File: config.mk
export PLATFORM = sky130hd
export DESIGN_NAME = smc_main_control
export DESIGN_NICKNAME = d
export VERILOG_FILES = /design/src/smc_pkg.sv /design/src/smc_apb_slave.sv /design/src/smc_cal_timer.sv /design/src/smc_main_control.sv
export SDC_FILE = /design/constraint.sdc
export NUM_CORES = 1
export LEC_CHECK = 0
export BUFFER_PORTS_ARGS = -buffer_cell sky130_fd_sc_hd__buf_2
export CAP_MARGIN = 20
export CORE_UTILIZATION = 40
export CTS_CLUSTER_SIZE = 10
export DETAILED_ROUTE_END_ITERATION = 6
export SLEW_MARGIN = 10
export SYNTH_ARGS = -nofsm -noshare
export SYNTH_HDL_FRONTEND = slang
export SYNTH_HIERARCHICAL = 1
export SYNTH_SLANG_ARGS = --single-unit
export TNS_END_PERCENT = 50
File: constraint.sdc
create_clock -name i_mclk -period 9.8 [get_ports i_mclk]
set_input_delay 1.96 -clock i_mclk [delete_from_list [all_inputs] [get_ports i_mclk]]
set_output_delay 1.96 -clock i_mclk [all_outputs]
set_load 0.01 [all_outputs]
File: src/smc_pkg.sv
/*
 * Shared constants of the synthesizer main control block: the register map,
 * field positions, reset values and calibration timing.
 * Assumes a 200 MHz system clock and an APB register bus with 32-bit data.
 */
package smc_pkg;
  // Register map
  localparam logic [11:0] MAIN_CONTROL_OFFSET = 12'h000;
  localparam logic [11:0] STATUS_OFFSET = 12'h004;
  localparam logic [15:0] MAIN_CONTROL_RESET = 16'h0003;

  // Field positions of main_control
  localparam int SOFT_RESET_BIT = 13;
  localparam int POWER_DOWN_BIT = 12;
  localparam int DUAL_RECAL_BIT = 9;
  localparam int DUAL_INIT_BIT = 7;
  localparam int SET_SELECT_BIT = 6;
  localparam int CAL_ENABLE_BIT = 0;

  // Status fields
  localparam int STAT_BUSY_BIT = 0;
  localparam int STAT_POWERED_DOWN_BIT = 1;
  localparam int STAT_FIRST_CAL_BIT = 2;
  localparam int STAT_SECOND_CAL_BIT = 3;
  localparam int STAT_ACTIVE_SET_BIT = 4;
  localparam int STAT_NEED_RECAL_BIT = 5;

  // Calibration timing
  localparam int CLK_MHZ = 200;
  localparam int CAL_TIME_US = 10;
  localparam int CAL_CYCLES = CAL_TIME_US * CLK_MHZ;

  // Calibration sequencer states
  typedef enum logic [1:0] {
    SMC_IDLE = 2'b00,
    SMC_CAL_ACTIVE = 2'b01,
    SMC_CAL_OTHER = 2'b10
  } smc_state_type;
endpackage : smc_pkg

File: src/smc_apb_slave.sv
/*
 * APB slave front end: turns an APB transfer into a one-cycle write strobe
 * or read strobe with address and data. Always ready, no wait states.
 * Assumes a master that follows APB setup and access phases.
 */
`timescale 1ns/1ps
module smc_apb_slave (
  input wire logic i_mclk,
  input wire logic i_srst,
  input wire logic i_psel,
  input wire logic i_penable,
  input wire logic i_pwrite,
  input wire logic [11:0] i_paddr,
  input wire logic [31:0] i_pwdata,
  input wire logic [3:0] i_pstrb,
  input wire logic [31:0] i_rdata,
  input wire logic i_addr_ok,
  output logic o_pready,
  output logic o_pslverr,
  output logic [31:0] o_prdata,
  output logic o_wr_stb,
  output logic o_rd_stb,
  output logic [11:0] o_addr,
  output logic [15:0] o_wdata
);
  logic access;

  // Access phase completes immediately
  assign access = i_psel & i_penable;
  assign o_pready = 1'b1;
  assign o_pslverr = access & ~i_addr_ok;
  assign o_addr = i_paddr;
  // Only the two low byte lanes hold the 16-bit word
  assign o_wdata = {i_pstrb[1] ? i_pwdata[15:8] : i_rdata[15:8],
                    i_pstrb[0] ? i_pwdata[7:0] : i_rdata[7:0]};
  assign o_wr_stb = access & i_pwrite & i_addr_ok;
  assign o_rd_stb = access & ~i_pwrite;

  // Read data registered once the setup phase names a read
  always_ff @(posedge i_mclk) begin
    if (i_srst) begin
      o_prdata <= 32'h0;
    end else if (i_psel & ~i_penable & ~i_pwrite) begin
      o_prdata <= i_addr_ok ? i_rdata : 32'h0;
    end
  end
endmodule : smc_apb_slave

File: src/smc_cal_timer.sv
/*
 * Calibration timer: counts a fixed number of cycles after a start pulse
 * and pulses done in the cycle after the last one. A start while running restarts it.
 * Assumes start and abort come from the same clock domain.
 */
`timescale 1ns/1ps
module smc_cal_timer #(
  parameter int CYCLES = 2000
) (
  input wire logic i_mclk,
  input wire logic i_srst,
  input wire logic i_start,
  input wire logic i_abort,
  output logic o_busy,
  output logic o_done
);
  logic [15:0] count_reg;
  logic [15:0] count_next;
  logic done_reg;

  // Load on start, count down to zero and hold
  assign count_next = i_abort ? 16'h0 :
                      i_start ? 16'(CYCLES) :
                      (count_reg != 16'h0) ? count_reg - 16'h1 : 16'h0;

  always_ff @(posedge i_mclk) begin
    if (i_srst) begin
      count_reg <= 16'h0;
      done_reg <= 1'b0;
    end else begin
      count_reg <= count_next;
      done_reg <= ~i_abort & ~i_start & (count_reg == 16'h1);
    end
  end

  assign o_busy = count_reg != 16'h0;
  assign o_done = done_reg;
endmodule : smc_cal_timer

File: src/smc_main_control.sv
/*
 * Main control word of a fractional-N synthesizer with its calibration
 * sequencer, reached over APB. Holds main_control at byte 0x000 and a
 * read-only status word at 0x004.
 * Assumes one 200 MHz clock, synchronous reset, and a host that keeps
 * the reserved fields as the control word expects.
 */
// Chosen here: register access over APB.
// Summary of operation
// - The control word sits at offset zero and resets to three.
// - Writing one to bit 13 resets every register except the APB read data, then clears itself.
// - Bit 12 high powers the device down; low restores operation.
// - Toggling bit 9 in a write with bit 12 clear recalibrates both configuration sets.
// - Bit 7 set at programming calibrates both sets, else only one.
// - Bit 6 selects the first set at zero and the second at one.
// - A write with bit 0 set and bit 12 clear starts calibration; clear skips it unless bit 9 toggles.
`timescale 1ns/1ps
module smc_main_control #(
  parameter int CAL_CYCLES = smc_pkg::CAL_CYCLES
) (
  input wire logic i_mclk,
  input wire logic i_srst,
  input wire logic i_psel,
  input wire logic i_penable,
  input wire logic i_pwrite,
  input wire logic [11:0] i_paddr,
  input wire logic [31:0] i_pwdata,
  input wire logic [3:0] i_pstrb,
  output logic o_pready,
  output logic o_pslverr,
  output logic [31:0] o_prdata,
  output logic o_power_down,
  output logic o_config_set_select,
  output logic o_cal_busy,
  output logic o_regs_reset
);
  logic wr_stb;
  logic [11:0] addr;
  logic [15:0] wdata;
  logic [31:0] rdata;
  logic addr_ok;
  logic ctrl_hit;
  logic ctrl_wr;
  logic soft_reset;
  logic timer_busy;
  logic timer_done;
  logic timer_start;
  logic timer_abort;
  logic [15:0] ctrl_reg;
  logic [15:0] ctrl_next;
  logic soft_reset_reg;
  logic first_cal_reg;
  logic second_cal_reg;
  logic need_recal_reg;
  logic need_recal_next;
  logic first_cal_next;
  logic second_cal_next;
  logic pd_exit;
  logic recal_toggle;
  logic cal_request;
  logic want_both;
  logic want_both_reg;
  logic wr_soft_reset;
  logic wr_power_down;
  logic wr_dual_recal;
  logic wr_cal_enable;
  logic cur_power_down;
  logic cur_dual_recal;
  logic cur_set_select;
  logic cal_other;
  logic [31:0] status_word;
  smc_pkg::smc_state_type state_reg;
  smc_pkg::smc_state_type state_next;

  // Address decode shared by read and write paths
  function automatic logic is_offset(input logic [11:0] a,
                                     input logic [11:0] off);
    is_offset = (a == off);
  endfunction : is_offset

  assign ctrl_hit = is_offset(addr, smc_pkg::MAIN_CONTROL_OFFSET);
  assign addr_ok = ctrl_hit | is_offset(addr, smc_pkg::STATUS_OFFSET);
  assign ctrl_wr = wr_stb & ctrl_hit;

  smc_apb_slave u_apb (
    .i_mclk(i_mclk),
    .i_srst(i_srst),
    .i_psel(i_psel),
    .i_penable(i_penable),
    .i_pwrite(i_pwrite),
    .i_paddr(i_paddr),
    .i_pwdata(i_pwdata),
    .i_pstrb(i_pstrb),
    .i_rdata(rdata),
    .i_addr_ok(addr_ok),
    .o_pready(o_pready),
    .o_pslverr(o_pslverr),
    .o_prdata(o_prdata),
    .o_wr_stb(wr_stb),
    .o_rd_stb(),
    .o_addr(addr),
    .o_wdata(wdata)
  );

  // Soft reset acts one cycle after the write, like the pin reset
  assign soft_reset = soft_reset_reg;

  // Write value; the reset bit is cleared on the same edge and is never stored
  assign ctrl_next = ctrl_wr ? wdata : ctrl_reg;

  // Fields of the incoming and the stored word, named once
  assign wr_soft_reset = wdata[smc_pkg::SOFT_RESET_BIT];
  assign wr_power_down = wdata[smc_pkg::POWER_DOWN_BIT];
  assign wr_dual_recal = wdata[smc_pkg::DUAL_RECAL_BIT];
  assign wr_cal_enable = wdata[smc_pkg::CAL_ENABLE_BIT];
  assign cur_power_down = ctrl_reg[smc_pkg::POWER_DOWN_BIT];
  assign cur_dual_recal = ctrl_reg[smc_pkg::DUAL_RECAL_BIT];
  assign cur_set_select = ctrl_reg[smc_pkg::SET_SELECT_BIT];
  assign cal_other = state_reg == smc_pkg::SMC_CAL_OTHER;

  // Leaving power-down, or toggling the dual-set bit, needs a new run
  assign pd_exit = ctrl_wr & cur_power_down & ~wr_power_down;
  assign recal_toggle = ctrl_wr & ~wr_power_down
                        & (wr_dual_recal ^ cur_dual_recal);
  // A word written with calibration enabled starts a run; a word that
  // also powers down starts nothing, since the run would be lost anyway
  assign cal_request = ctrl_wr & ~wr_power_down
                       & (wr_cal_enable | recal_toggle);
  // Both sets when asked at initial programming or by a toggle
  assign want_both = (ctrl_next[smc_pkg::DUAL_INIT_BIT] & ~second_cal_reg)
                     | recal_toggle;

  // Calibrated flags; set by a finished pass wins over a clear
  always_comb begin
    first_cal_next = first_cal_reg;
    second_cal_next = second_cal_reg;
    need_recal_next = need_recal_reg;
    if (pd_exit | recal_toggle) begin
      first_cal_next = 1'b0;
      second_cal_next = 1'b0;
    end
    if (pd_exit) begin
      need_recal_next = 1'b1;
    end
    if (timer_done) begin
      if (cur_set_select ^ cal_other) begin
        second_cal_next = 1'b1;
      end else begin
        first_cal_next = 1'b1;
      end
      if (state_reg == smc_pkg::SMC_CAL_ACTIVE) begin
        need_recal_next = 1'b0;
      end
    end
  end

  // Sequencer: active set first, then the other set if asked for
  always_comb begin
    state_next = state_reg;
    unique case (state_reg)
      smc_pkg::SMC_IDLE: begin
        if (cal_request) begin
          state_next = smc_pkg::SMC_CAL_ACTIVE;
        end
      end
      smc_pkg::SMC_CAL_ACTIVE: begin
        if (timer_done) begin
          state_next = want_both_reg ? smc_pkg::SMC_CAL_OTHER
                                     : smc_pkg::SMC_IDLE;
        end
      end
      smc_pkg::SMC_CAL_OTHER: begin
        if (timer_done) begin
          state_next = smc_pkg::SMC_IDLE;
        end
      end
      default: begin
        state_next = smc_pkg::SMC_IDLE;
      end
    endcase
    if (ctrl_wr & wr_power_down) begin
      state_next = smc_pkg::SMC_IDLE;
    end else if (cal_request) begin
      state_next = smc_pkg::SMC_CAL_ACTIVE;
    end
  end

  // Timer starts on entry to each calibrating state
  assign timer_start = (state_next != smc_pkg::SMC_IDLE)
                       & ((state_next != state_reg) | cal_request);
  assign timer_abort = state_next == smc_pkg::SMC_IDLE
                       && state_reg != smc_pkg::SMC_IDLE && !timer_done;

  smc_cal_timer #(
    .CYCLES(CAL_CYCLES)
  ) u_timer (
    .i_mclk(i_mclk),
    .i_srst(i_srst | soft_reset),
    .i_start(timer_start),
    .i_abort(timer_abort),
    .o_busy(timer_busy),
    .o_done(timer_done)
  );

  // Control word, soft reset pulse and calibration state
  always_ff @(posedge i_mclk) begin
    if (i_srst | soft_reset) begin
      ctrl_reg <= smc_pkg::MAIN_CONTROL_RESET;
      soft_reset_reg <= 1'b0;
      state_reg <= smc_pkg::SMC_IDLE;
      first_cal_reg <= 1'b0;
      second_cal_reg <= 1'b0;
      need_recal_reg <= 1'b0;
      want_both_reg <= 1'b0;
    end else begin
      ctrl_reg <= ctrl_next;
      ctrl_reg[smc_pkg::SOFT_RESET_BIT] <= 1'b0;
      soft_reset_reg <= ctrl_wr & wr_soft_reset;
      state_reg <= state_next;
      first_cal_reg <= first_cal_next;
      second_cal_reg <= second_cal_next;
      need_recal_reg <= need_recal_next;
      if (cal_request) begin
        want_both_reg <= want_both;
      end
    end
  end

  // Status word: live view of the sequencer and the stored word
  always_comb begin
    status_word = 32'h0;
    status_word[smc_pkg::STAT_BUSY_BIT] = timer_busy;
    status_word[smc_pkg::STAT_POWERED_DOWN_BIT] = cur_power_down;
    status_word[smc_pkg::STAT_FIRST_CAL_BIT] = first_cal_reg;
    status_word[smc_pkg::STAT_SECOND_CAL_BIT] = second_cal_reg;
    status_word[smc_pkg::STAT_ACTIVE_SET_BIT] = cur_set_select;
    status_word[smc_pkg::STAT_NEED_RECAL_BIT] = need_recal_reg;
  end

  // Read mux; reserved bits read back as written
  assign rdata = ctrl_hit ? {16'h0, ctrl_reg} : status_word;

  // Device-facing outputs
  assign o_power_down = cur_power_down;
  assign o_config_set_select = cur_set_select;
  assign o_cal_busy = timer_busy;
  assign o_regs_reset = soft_reset_reg;
endmodule : smc_main_control

After elaboration in Yosys (flattened, before gate mapping)
Index checks and enable logic that the tools add are counted.

storage, ports and cells
  register bits = 72
  bits of input ports = 53
  output and inout bits = 38
  word-level logic and storage cells = 86

operators by class
  add/subtract/negate cells = 1
  eq/ne operators = 5
  multiplexer cells = 22
  bitwise operators = 34
  reduce and logical (&&, ||, !) cells = 11

operators by type and width
  kind                                                                   number
  16-bit two-way mux                                                     3
  11-bit two-way mux                                                     2
  1-bit AND                                                              18
  16-bit by 1-bit == test with 1-bit output (second input constant)      1
  8-bit two-way mux                                                      2
  16-bit nonzero test                                                    1
  16-bit by 1-bit subtractor with 16-bit output (second input constant)  1
  12-bit by 3-bit == test with 1-bit output (second input constant)      1
  12-bit zero test                                                       1
  2-bit two-way mux                                                      5
  1-bit two-way mux                                                      9
  1-bit inverter                                                         8
  1-bit bitwise OR                                                       6
  2-bit case mux with 3 select lines                                     1
  2-bit zero test                                                        2
  2-bit nonzero test                                                     2
  4-bit OR reduction                                                     1
  2-bit by 1-bit == test with 1-bit output (second input constant)       1
  2-bit == test (second input constant)                                  1
  1-bit logical AND                                                      2
  2-bit != test                                                          1
  2-bit OR reduction                                                     1
  1-bit bitwise XOR                                                      2
  1-bit zero test                                                        1

Depth between registers and ports, before layout
Gate-level depths: netlist of the first run.

  depth in word-level cells = 16
  mapped depth = 16
  depth with buffers taken out = 12

By module
The synthesis of the first run kept the hierarchy.

modules (own cells, without submodules)
  module            times used  cells each  area an instance (um^2)
  smc_apb_slave     1           181         1843.0
  smc_main_control  1           147         1143.6
  smc_cal_timer     1           93          810.8

Worst setup path after synthesis of the first run
OpenSTA, ideal clock, no wires.

  kind = input -> output
  from = input i_paddr[11]
  to = output o_pslverr
  arrival time = 3.429 ns
  data required time = 7.840 ns
  path slack = 4.411 ns
  stages on the path = 7
  buffers on the path = 3
  cells stage by stage = buf_4 or4_4 or2_2 nor2_1 buf_2 buf_2 nor2_1

between the ends
  longest elaborated chain between the ends = 4

RTL lines
  what                                                                                  line                    source
  start, declared                                                                       smc_main_control.sv:26  input wire logic [11:0] i_paddr,
  12-bit by 3-bit == test with 1-bit output / 12-bit zero test (equally long branches)  smc_main_control.sv:78  is_offset = (a == off);
  1-bit bitwise OR (*)                                                                  smc_main_control.sv:82  assign addr_ok = ctrl_hit | is_offset(addr, smc_pkg::STATUS_OFFSET);
  net addr_ok                                                                           smc_main_control.sv:41  logic addr_ok;
  1-bit inverter (*)                                                                    smc_apb_slave.sv:31     assign o_pslverr = access & ~i_addr_ok;
  1-bit AND (*)                                                                         smc_apb_slave.sv:31
  end, declared                                                                         smc_main_control.sv:30  output logic o_pslverr,

Mark *: on every way through the listed nets, which the timed path passes. The rest lies on a longest branch.

Final worst setup path of the first run
Ends and elaborated chain as after synthesis.

==> summary.txt, run 1 <==
Route
  – Violation count after the first detailed-route iteration: 136
  – Vias post-DR: 2,963
  – Drt wl/cell: 13.1 um
  – Router iterations before antenna repair: 5
  – Antenna Violating Nets Remaining: 0
  – Average vias per placed instance: 4.95
  – # DRC: 0
  – Routed wire length: 7.85 mm

Setup path
  – Worst-path cell chain: buf_2 -> or4_4 -> or2_2 -> nor2_2 -> buf_4 -> nor2_1 -> buf_2
  – CP max stage delay: 560 ps
  – Critical path arrival: 3650 ps
  – CP delay by family, top: simple AND/OR/NAND/NOR gates
  – Critical path launch point type: input port
  – CP dominant cell by count: buf_2
  – R2R Path End: u_timer/count_reg[3]
  – Reg-to-reg slack, setup: 6030 ps
  – Worst path slowest cell: or4_4
  – Worst r2r path cells: 11
  – CP Buf/Inv Count: 3
  – WP data required: 7840 ps
  – Setup crit end kind: output pin
  – Max FO, Critical Path: 34
  – FF-to-FF Start: u_timer/count_reg[6]
  – CP Class: input port to output pin

Global routing
  – Total GRT Usage: 16.9%
  – Initial antenna violation count: 0
  – Total gr overflow: 0
  – Largest net degree at the start of global routing: 66
  – Global-route wire length before repair: 13.3 mm
  – Vias in the first global route: 2,843

Die
  – Die Width: 99.4 um
  – # rows: 35
  – Core area: 9200 um^2
  – # IOs: 91
  – Initial Util: 41.3%
  – DIE AREA: 9880 um^2
  – Die Height: 99.4 um

Layout
  – Max reg flops: 32
  – Filler cell count: 916
  – Ant. Diodes: 0
  – Final #Nets: 538
  – Synth-to-Final Area Change: 13.3%
  – Final core occ: 46.7%
  – Layout cells sized above 1: 25.4%

Timing
  – Total Neg Setup Slack: 0 ps
  – Least-Margin Pin Slew: 885 ps
  – Max-slew headroom: 40.5%
  – Final min period: 5610 ps
  – Unrepaired setup endpoints after global routing: no
  – Clk_skew: 12.2 ps
  – Count of final setup violators: 0
  – Crit share post-route: 57.3%
  – Final hold vios: 0
  – Achievable Freq: 0.178 GHz
  – Max-slew violation count: 0

Power and ir drop
  – Sw power: 0.000264 W
  – Sequential share of power: 43.6%
  – Cell Int Power: 0.000532 W
  – PD cells: 185 nW/um^2
  – Maximum vdd drop: 0.153 mV
  – Sw Share: 33.2%
  – Combinational share of power: 27.2%
  – Leak: 1.70 nW
  – Clock power share: 29.2%

Clocking
  – Post-CTS Setup Bufs: 0
  – Post-CTS Hold Fix Bufs: 0
  – Reg clk slew, reported paths: 70 ps
  – CTS tree: yes
  – H-tree Lvls: 3
  – Clock root buffer: clkbuf_8
  – # resized after CTS: 0
  – CTS max path bufs: 2
  – Cts bufs inserted: 9
  – CTS Sinks: 71
  – Worst-Skew Late Latency: 350 ps

Outcome
  – Outcome: complete, no violations

Min path
  – Worst Hold Endpoint: ctrl_reg[8]
  – Worst min path class: register to register
  – Min-delay src: ctrl_reg[8]
  – Hold Path Depth: 2

Job
  – Max cap viols: 0

Synth
  – Synth Area per Inst: 9.03 um^2
  – Post-Syn Area: 3790 um^2
  – Synth warnings: 6
  – Cells after synthesis: 420

Placed design
  – RePlAce Congestion: 0.825
  – I/O Buffers: 71
  – DP Wirelength: 5.47 mm
-- layout by cell type (no fill, tap or decap), drive strengths merged, types with 2 or more instances in the layout --
master,instances
buf,75
dfxtp,71
nand2,49
nand2b,35
mux2i,33
nand3b,33
a21oi,25
nor2,22
mux2,20
conb,19
clkbuf,10
and2,9
xor2,8
o21ai,8
or4,6
nor4,6
nor3,5
nand3,5
inv,4
nand4,4
clkinv,4
nor3b,4
nor2b,3
a31oi,3
xnor2,3
or3,2
or2,2
o211ai,2
clkinvlp,2
nand4b,2
o31ai,2
ha,2
nor4b,2
-- worst reg2reg max path: stages (launching register included) --
cell	delay, ps
dfxtp_1	350
nor4_2	780
nand4b_1	240
nand3b_1	300
mux2_2	330
mux2_2	280
or2_2	340
a21oi_1	140
a21oi_1	130
nor3_1	300
nand2_1	300
a21oi_1	210
-- final cells by class --
| cell class | count | area [um^2] | area share [%] |
|---|---|---|---|
| tap | 111 | 139 | 3.23 |
| clock inverter | 6 | 71.3 | 1.66 |
| clock buffer | 10 | 128 | 2.97 |
| sequential | 71 | 1420 | 33.1 |
| multi-input combinational | 321 | 2130 | 49.7 |
| inverter | 5 | 18.8 | 0.437 |
| timing repair buffer | 75 | 385 | 8.97 |
-- routing by layer --
layer  up-vias  track usage [%]  part of all wire, %
li1       1543                -                    -
met5         -                0                    0
met4         0             5.54                  1.5
met1      1333             21.4                   49
met3        11             5.20                  4.4
met2        76             27.6                   45
-- through the flow --
stage               hold WS, ps  setup WS, ps  total power [W]  instance area, um^2  std cells
floorplan                   427          4410         0.000528                 3860        437
CTS                         450          4180         0.000803                 4300        599
global route                471          4100         0.000846                 4300        599
global placement            434          4150         0.000565                 4100        583
detailed placement          439          4100         0.000568                 4100        583
finish                      448          4190         0.000796                 4300        599
-- power groups by stage --
| stage | Clock, W | Sequential [W] | Combinational (W) |
|---|---|---|---|
| 3_3_place_gp | 0 | 0.000352 | 0.000213 |
| 2_1_floorplan | 0 | 0.000344 | 0.000185 |
| 5_1_grt | 0.000253 | 0.000352 | 0.000241 |
| 3_5_place_dp | 0 | 0.000353 | 0.000215 |
| 6_report | 0.000232 | 0.000347 | 0.000217 |
| 4_1_cts | 0.000240 | 0.000346 | 0.000216 |
-- worst max-delay path by stage --
| stage | slack [ps] | end | startpoint | depth (start not counted) |
|---|---|---|---|---|
| 2_1_floorplan | 4410 | o_pslverr | i_paddr[11] | 7 |
| 3_3_place_gp | 4150 | u_timer/count_reg[3] | i_paddr[11] | 14 |
| 3_5_place_dp | 4100 | u_timer/count_reg[3] | i_paddr[11] | 14 |
| 4_1_cts | 4180 | o_pslverr | i_paddr[11] | 7 |
| 5_1_grt | 4100 | o_pslverr | i_paddr[11] | 7 |
| 6_report | 4190 | o_pslverr | i_paddr[11] | 7 |
Note: power is estimated with default switching activity, not from simulation.
==> run 2: changes to the inputs <==
- ABC_AREA: not set -> 1
- clock period: 9.8 -> 5.4 ns (I/O delays scaled with it)
==> summary.txt, run 2 <==
Die
  – Die Height: 101 um (+1.7%)
  – Core area: 9370 um^2 (+1.9%)
  – DIE AREA: 10,200 um^2 (+3.5%)
  – # rows: 35 (unchanged)
  – Initial Util: 41.9% (+0.67 points)
  – # IOs: 91 (unchanged)
  – Die Width: 101 um (+1.7%)

Timing
  – Unrepaired setup endpoints after global routing: no
  – Final hold vios: 0 (unchanged)
  – Clk_skew: 6.37 ps (-5.82 ps)
  – Total Neg Setup Slack: 0 ps (unchanged)
  – Final min period: 3590 ps
  – Max-slew headroom: 32.8% (-7.7 points)
  – Least-Margin Pin Slew: 1010 ps (+121 ps)
  – Final Worst Setup Slack: 1810 ps (-2380 ps)
  – Max-slew violation count: 0 (unchanged)
  – Count of final setup violators: 0 (unchanged)
  – Achievable Freq: 0.278 GHz
  – Crit share post-route: 66.6%

Layout
  – Most common cell after layout, fill and taps aside: nand2_1
  – Filler cell count: 1,002 (+9.4%)
  – Commonest cells after routing, fill and taps aside: 152 x nand2_1, 120 x nor2_1, 107 x inv_1, 71 x dfxtp_1, 71 x buf_2
  – Final #Nets: 727 (+35%)
  – Multi-input logic area: 1910 um^2 (-10%)
  – Ant. Diodes: 0 (unchanged)
  – Final core occ: 48.2% (+1.5 points)
  – Synth-to-Final Area Change: 14.9%
  – Finished Cell Area: 4520 um^2 (+5.1%)
  – Layout cells sized above 1: 18.5% (-6.9 points)
  – Seq. cell area: 1420 um^2 (unchanged)
  – Max reg flops: 32 (unchanged)

Min path
  – Worst min path class: register to register

Setup path
  – Reg-to-reg slack, setup: 2490 ps (-3540 ps)
  – WP data required: 5650 ps (-2190 ps)
  – CP Buf/Inv Count: 3 (unchanged)
  – Critical path arrival: 3850 ps (+200 ps)
  – CP Class: input port to register
  – CP dominant cell by count: nand2_1
  – CP delay by family, top: simple AND/OR/NAND/NOR gates
  – Max FO, Critical Path: 20 (-41%)
  – CP max stage delay: 450 ps (-110 ps)
  – Worst path slowest cell: nand2_1
  – Critical path launch point type: input port
  – Setup crit end kind: register
  – Worst-path cell chain: buf_2 -> inv_1 -> nand2_1 -> nor2_1 -> nand2_1 -> mux2_2 -> mux2_2 -> o31ai_1 -> nand2_1 -> nand2_1 -> nor2_2 -> nor2_1 -> nand2_1 -> inv_1 -> nand2_1 -> nor3b_1

Power and ir drop
  – Maximum vdd drop: 0.157 mV (+2.8%)
  – Sw Share: 24.2% (-9.0 points)
  – Leak: 2.61 nW (+54%)
  – PD cells: 248 nW/um^2 (+34%)
  – Sequential share of power: 48.3% (+4.7 points)
  – Cell Int Power: 0.000848 W (+59%)
  – Clock power share: 43.6% (+14 points)
  – Power Total: 0.00112 W (+40%)
  – Combinational share of power: 8.1% (-19 points)
  – Sw power: 0.000271 W (+2.4%)

Global routing
  – Largest net degree at the start of global routing: 65 (-1.5%)
  – Total GRT Usage: 17.4% (+0.47 points)
  – Global-route wire length before repair: 14.1 mm (+5.5%)
  – Initial antenna violation count: 0 (unchanged)
  – Vias in the first global route: 3,139 (+10%)
  – Total gr overflow: 0 (unchanged)

Clocking
  – Post-CTS Setup Bufs: 0 (unchanged)
  – Cts bufs inserted: 9 (unchanged)
  – # resized after CTS: 0 (unchanged)
  – CTS tree: yes
  – Clock root buffer: clkbuf_8
  – Worst-Skew Late Latency: 340 ps (about the same)
  – H-tree Lvls: 3 (unchanged)
  – Post-CTS Hold Fix Bufs: 0 (unchanged)
  – CTS max path bufs: 2 (unchanged)
  – CTS Sinks: 71 (unchanged)
  – Reg clk slew, reported paths: 80 ps (about the same)

Placed design
  – RePlAce Congestion: 0.868 (+5.2%)
  – Cell Area, Placed: 4290 um^2 (+4.6%)
  – I/O Buffers: 71 (unchanged)
  – DP Wirelength: 5.70 mm (+4.3%)
  – Worst slack, placed: 1400 ps (-2690 ps)

Route
  – Violation count after the first detailed-route iteration: 123 (-9.6%)
  – # DRC: 0 (unchanged)
  – Routed wire length: 8.26 mm (+5.2%)
  – Drt wl/cell: 10.2 um (-22%)
  – Average vias per placed instance: 4.28 (-13%)
  – Router iterations before antenna repair: 4 (-1)
  – Antenna Violating Nets Remaining: 0 (unchanged)
  – Vias post-DR: 3,450 (+16%)

Synth
  – Synth Area per Inst: 6.50 um^2 (-28%)
  – Synth warnings: 6 (unchanged)
  – Cells after synthesis: 604 (+44%)
  – Post-Syn Area: 3930 um^2 (+3.6%)

Job
  – Max cap viols: 0 (unchanged)

Outcome
  – Outcome: complete, no violations
run 2: routing by layer:
layer / routed length, um / vias up / track usage [%]
li1: - / 1902 / -
met1: 4160 / 1476 / 22.7
met2: 3620 / 66 / 28.5
met3: 389 / 6 / 3.19
met4: 82 / 0 / 7.02
met5: 0 / - / 0
run 2: path summary, 6_finish.rpt:
| check | start | end | cells past startpoint |
|---|---|---|---|
| setup / recovery | i_paddr[0] | u_timer/o_done | 16 |
| hold / removal | ctrl_reg[2] | ctrl_reg[2] | 2 |
| setup reg to reg | u_timer/count_reg[0] | u_timer/o_done | 16 |
| hold reg to reg | ctrl_reg[2] | ctrl_reg[2] | 2 |
run 2: worst min-delay path: cells and delay by family (launching register included):
family	cells	cell delay, ps
AO/OA/AOI/OAI	1	60
buffers and inverters	1	50
flip-flops	1	300
run 2: power groups by stage:
stage                     Combinational, W  Sequential (W)  Clock [W]
final                            0.0000909        0.000540   0.000487
after global routing              0.000104        0.000542   0.000525
after CTS                        0.0000915        0.000540   0.000502
after detailed placement         0.0000908        0.000553          0
after global placement           0.0000898        0.000552          0
after floorplan                  0.0000604        0.000558          0
run 2: metrics by stage:
stage,hold slack (ps),instances
after floorplan,424,621
after global placement,432,790
after detailed placement,442,790
after CTS,453,806
after global routing,473,806
final,451,806
run 2: layout make-up:
| class | count | area share (%) |
|---|---|---|
| Multi-Input combinational cell | 407 | 42.4 |
| Sequential cell | 71 | 31.5 |
| Inverter | 109 | 9.12 |
| Timing Repair Buffer | 74 | 8.37 |
| Tap cell | 129 | 3.57 |
| Clock buffer | 10 | 3.05 |
| Clock inverter | 6 | 2.05 |
==> run 3: changes to the inputs <==
- ABC_AREA: 1 -> 0
- clock period: 5.4 -> 3 ns (I/O delays scaled with it)
==> summary.txt, run 3 (same netlist as run 1, synthesis figures left out) <==
Timing
  – Hold slack: 451 ps (+0.523 ps)
  – Clk_skew: 8.34 ps (+1.97 ps)
  – Unrepaired setup endpoints after global routing: yes
  – Count of final setup violators: 0 (unchanged)
  – Final Worst Setup Slack: 33.0 ps (-1770 ps)
  – Max-slew headroom: 55.5% (+23 points)
  – Least-Margin Pin Slew: 661 ps (-345 ps)
  – Final hold vios: 0 (unchanged)
  – Achievable Freq: 0.337 GHz
  – Crit share post-route: 98.9%
  – Max-slew violation count: 0 (unchanged)
  – Final min period: 2970 ps

Layout
  – Final #Nets: 563 (-23%)
  – Commonest cells after routing, fill and taps aside: 71 x dfxtp_1, 70 x buf_2, 48 x nand2_1, 35 x nand2b_1
  – Filler cell count: 888 (-11%)
  – Synth-to-Final Area Change: 20.5%
  – Most common cell after layout, fill and taps aside: dfxtp_1
  – Layout cells sized above 1: 32.0% (+14 points)
  – Max reg flops: 32 (unchanged)

Min path
  – Worst min path class: register to register
  – Worst Hold Endpoint: ctrl_reg[10]
  – Hold Path Depth: 2 (unchanged)
  – Min-delay src: ctrl_reg[10]

Clocking
  – Cts bufs inserted: 9 (unchanged)
  – Reg clk slew, reported paths: 80 ps (about the same)
  – H-tree Lvls: 3 (unchanged)
  – CTS max path bufs: 2 (unchanged)
  – CTS tree: yes
  – CTS Sinks: 71 (unchanged)
  – Worst-Skew Late Latency: 350 ps (about the same)
  – Clock root buffer: clkbuf_8

Outcome
  – Outcome: complete, no violations

Die
  – Core area: 9200 um^2 (-1.9%)
  – # rows: 35 (unchanged)
  – # IOs: 91 (unchanged)
  – DIE AREA: 9880 um^2 (-3.4%)
  – Die Height: 99.4 um (-1.7%)
  – Initial Util: 41.3% (-0.67 points)
  – Die Width: 99.4 um (-1.7%)

Route
  – Violation count after the first detailed-route iteration: 121 (-1.6%)
  – Routed wire length: 8.26 mm (unchanged)
  – Drt wl/cell: 13.2 um (+29%)
  – Average vias per placed instance: 4.90 (+14%)
  – Router iterations before antenna repair: 4 (unchanged)
  – # DRC: 0 (unchanged)
  – Vias post-DR: 3,062 (-11%)
  – Antenna Violating Nets Remaining: 0 (unchanged)

Setup path
  – FF-to-FF Start: u_timer/count_reg[12]
  – Setup crit end kind: register
  – CP max stage delay: 530 ps (+80 ps)
  – Worst-path cell chain: buf_6 -> or4_4 -> or3_4 -> mux2_4 -> mux2_4 -> or2_4 -> a21oi_2 -> a21oi_2 -> nor3_4 -> nand2_2 -> a21oi_2
  – R2R Path End: u_timer/count_reg[15]
  – Worst path slowest cell: or4_4
  – Worst r2r path cells: 11 (-5)
  – Max FO, Critical Path: 5 (-75%)
  – Critical path launch point type: input port
  – WP data required: 3280 ps (-2370 ps)
  – Reg-to-reg slack, setup: 270 ps (-2220 ps)
  – CP dominant cell by count: a21oi_2
  – Critical path arrival: 3250 ps (-600 ps)
  – CP Class: input port to register

Global routing
  – Largest net degree at the start of global routing: 65 (unchanged)
  – Vias in the first global route: 2,780 (-11%)
  – Total GRT Usage: 17.3% (-0.14 points)
  – Global-route wire length before repair: 13.5 mm (-3.9%)
  – Initial antenna violation count: 1 (+1)
  – Total gr overflow: 0 (unchanged)

Placed design
  – I/O Buffers: 71 (unchanged)
  – RePlAce Congestion: 0.796 (-8.3%)
  – Worst slack, placed: -456 ps (-1860 ps)
  – DP Wirelength: 5.81 mm (+1.8%)

Power and ir drop
  – Leak: 1.84 nW (-29%)
  – Maximum vdd drop: 0.541 mV (+240%)
  – PD cells: 599 nW/um^2 (+140%)

Job
  – Max cap viols: 0 (unchanged)
run 3: cell types whose count changed in the layout (fill, tap and decap cells not counted), moves of 5 or more:
cell      previous run  this run
o21ai_0             17         6
nand3b_1             0        33
inv_1              107         4
nand2b_1             0        35
buf_4                3        28
a21oi_1             25        20
mux2i_1              0        33
nor2_1             120        17
nand3_1             16         5
and2_1               2         9
a21oi_2              0         5
nand2_1            152        48
run 3: per-stage QoR:
step / util (%) / area [um^2] / power (W) / std cells / setup TNS, ps
final: 49.7 / 4570 / 0.00274 / 625 / 0
after global routing: 49.7 / 4570 / 0.00291 / 624 / -341
after CTS: 49.1 / 4520 / 0.00274 / 622 / -32.4
after detailed placement: 46.8 / 4300 / 0.00195 / 605 / -9050
after global placement: 46.8 / 4300 / 0.00193 / 605 / -9250
after floorplan: - / 3920 / 0.00174 / 437 / -6250
run 3: critical path: cells and delay by family:
| kind | cells | cell delay (ps) |
|---|---|---|
| muxes | 2 | 610 |
| AOI/OAI and AO/OA | 3 | 330 |
| buffers and inverters | 1 | 90 |
| and+or+nand+nor | 5 | 1630 |
run 3: metal layers:
metal | global-route usage, % | vias up | part of all wire, % | routed length (um)
li1 | - | 1595 | - | -
met1 | 21.4 | 1398 | 46 | 3800
met2 | 29.4 | 63 | 48 | 3930
met3 | 5.27 | 6 | 5.5 | 452
met4 | 4.07 | 0 | 0.86 | 71
met5 | 0 | - | 0 | 0
run 3: timing repair:
item                       in CTS  in global routing
hold buffers                    0                  0
gates resized for setup         4                  9
gates cloned                    1                  0
buffers inserted                0                  2
setup endpoints to repair      14                 17
pin swaps                       0                  8
run 3: area by class of cell:
class / instances / area [um^2] / share of cell area, %
tap: 111 / 139 / 3.04
timing repair buffer: 99 / 572 / 12.5
inverter: 5 / 18.8 / 0.411
clock inverter: 7 / 72.6 / 1.59
antenna: 1 / 2.50 / 0.0547
clock buffer: 9 / 124 / 2.71
sequential: 71 / 1420 / 31.1
multi-input combinational: 322 / 2220 / 48.6
run 3: power breakdown:
part           internal [W]  total [W]  switching, W
Combinational      0.000397   0.000829      0.000433
Clock              0.000387   0.000775      0.000388
Sequential          0.00103    0.00113      0.000103
run 3: worst max-delay path by stage:
| stage | from | to | cells past startpoint |
|---|---|---|---|
| finish | i_paddr[0] | u_timer/count_reg[15] | 11 |
| global route | i_paddr[0] | u_timer/count_reg[3] | 11 |
| CTS | i_paddr[0] | u_timer/count_reg[0] | 13 |
| detailed placement | i_paddr[0] | u_timer/count_reg[12] | 13 |
| global placement | i_paddr[0] | u_timer/count_reg[3] | 13 |
| floorplan | i_paddr[0] | u_timer/count_reg[15] | 16 |
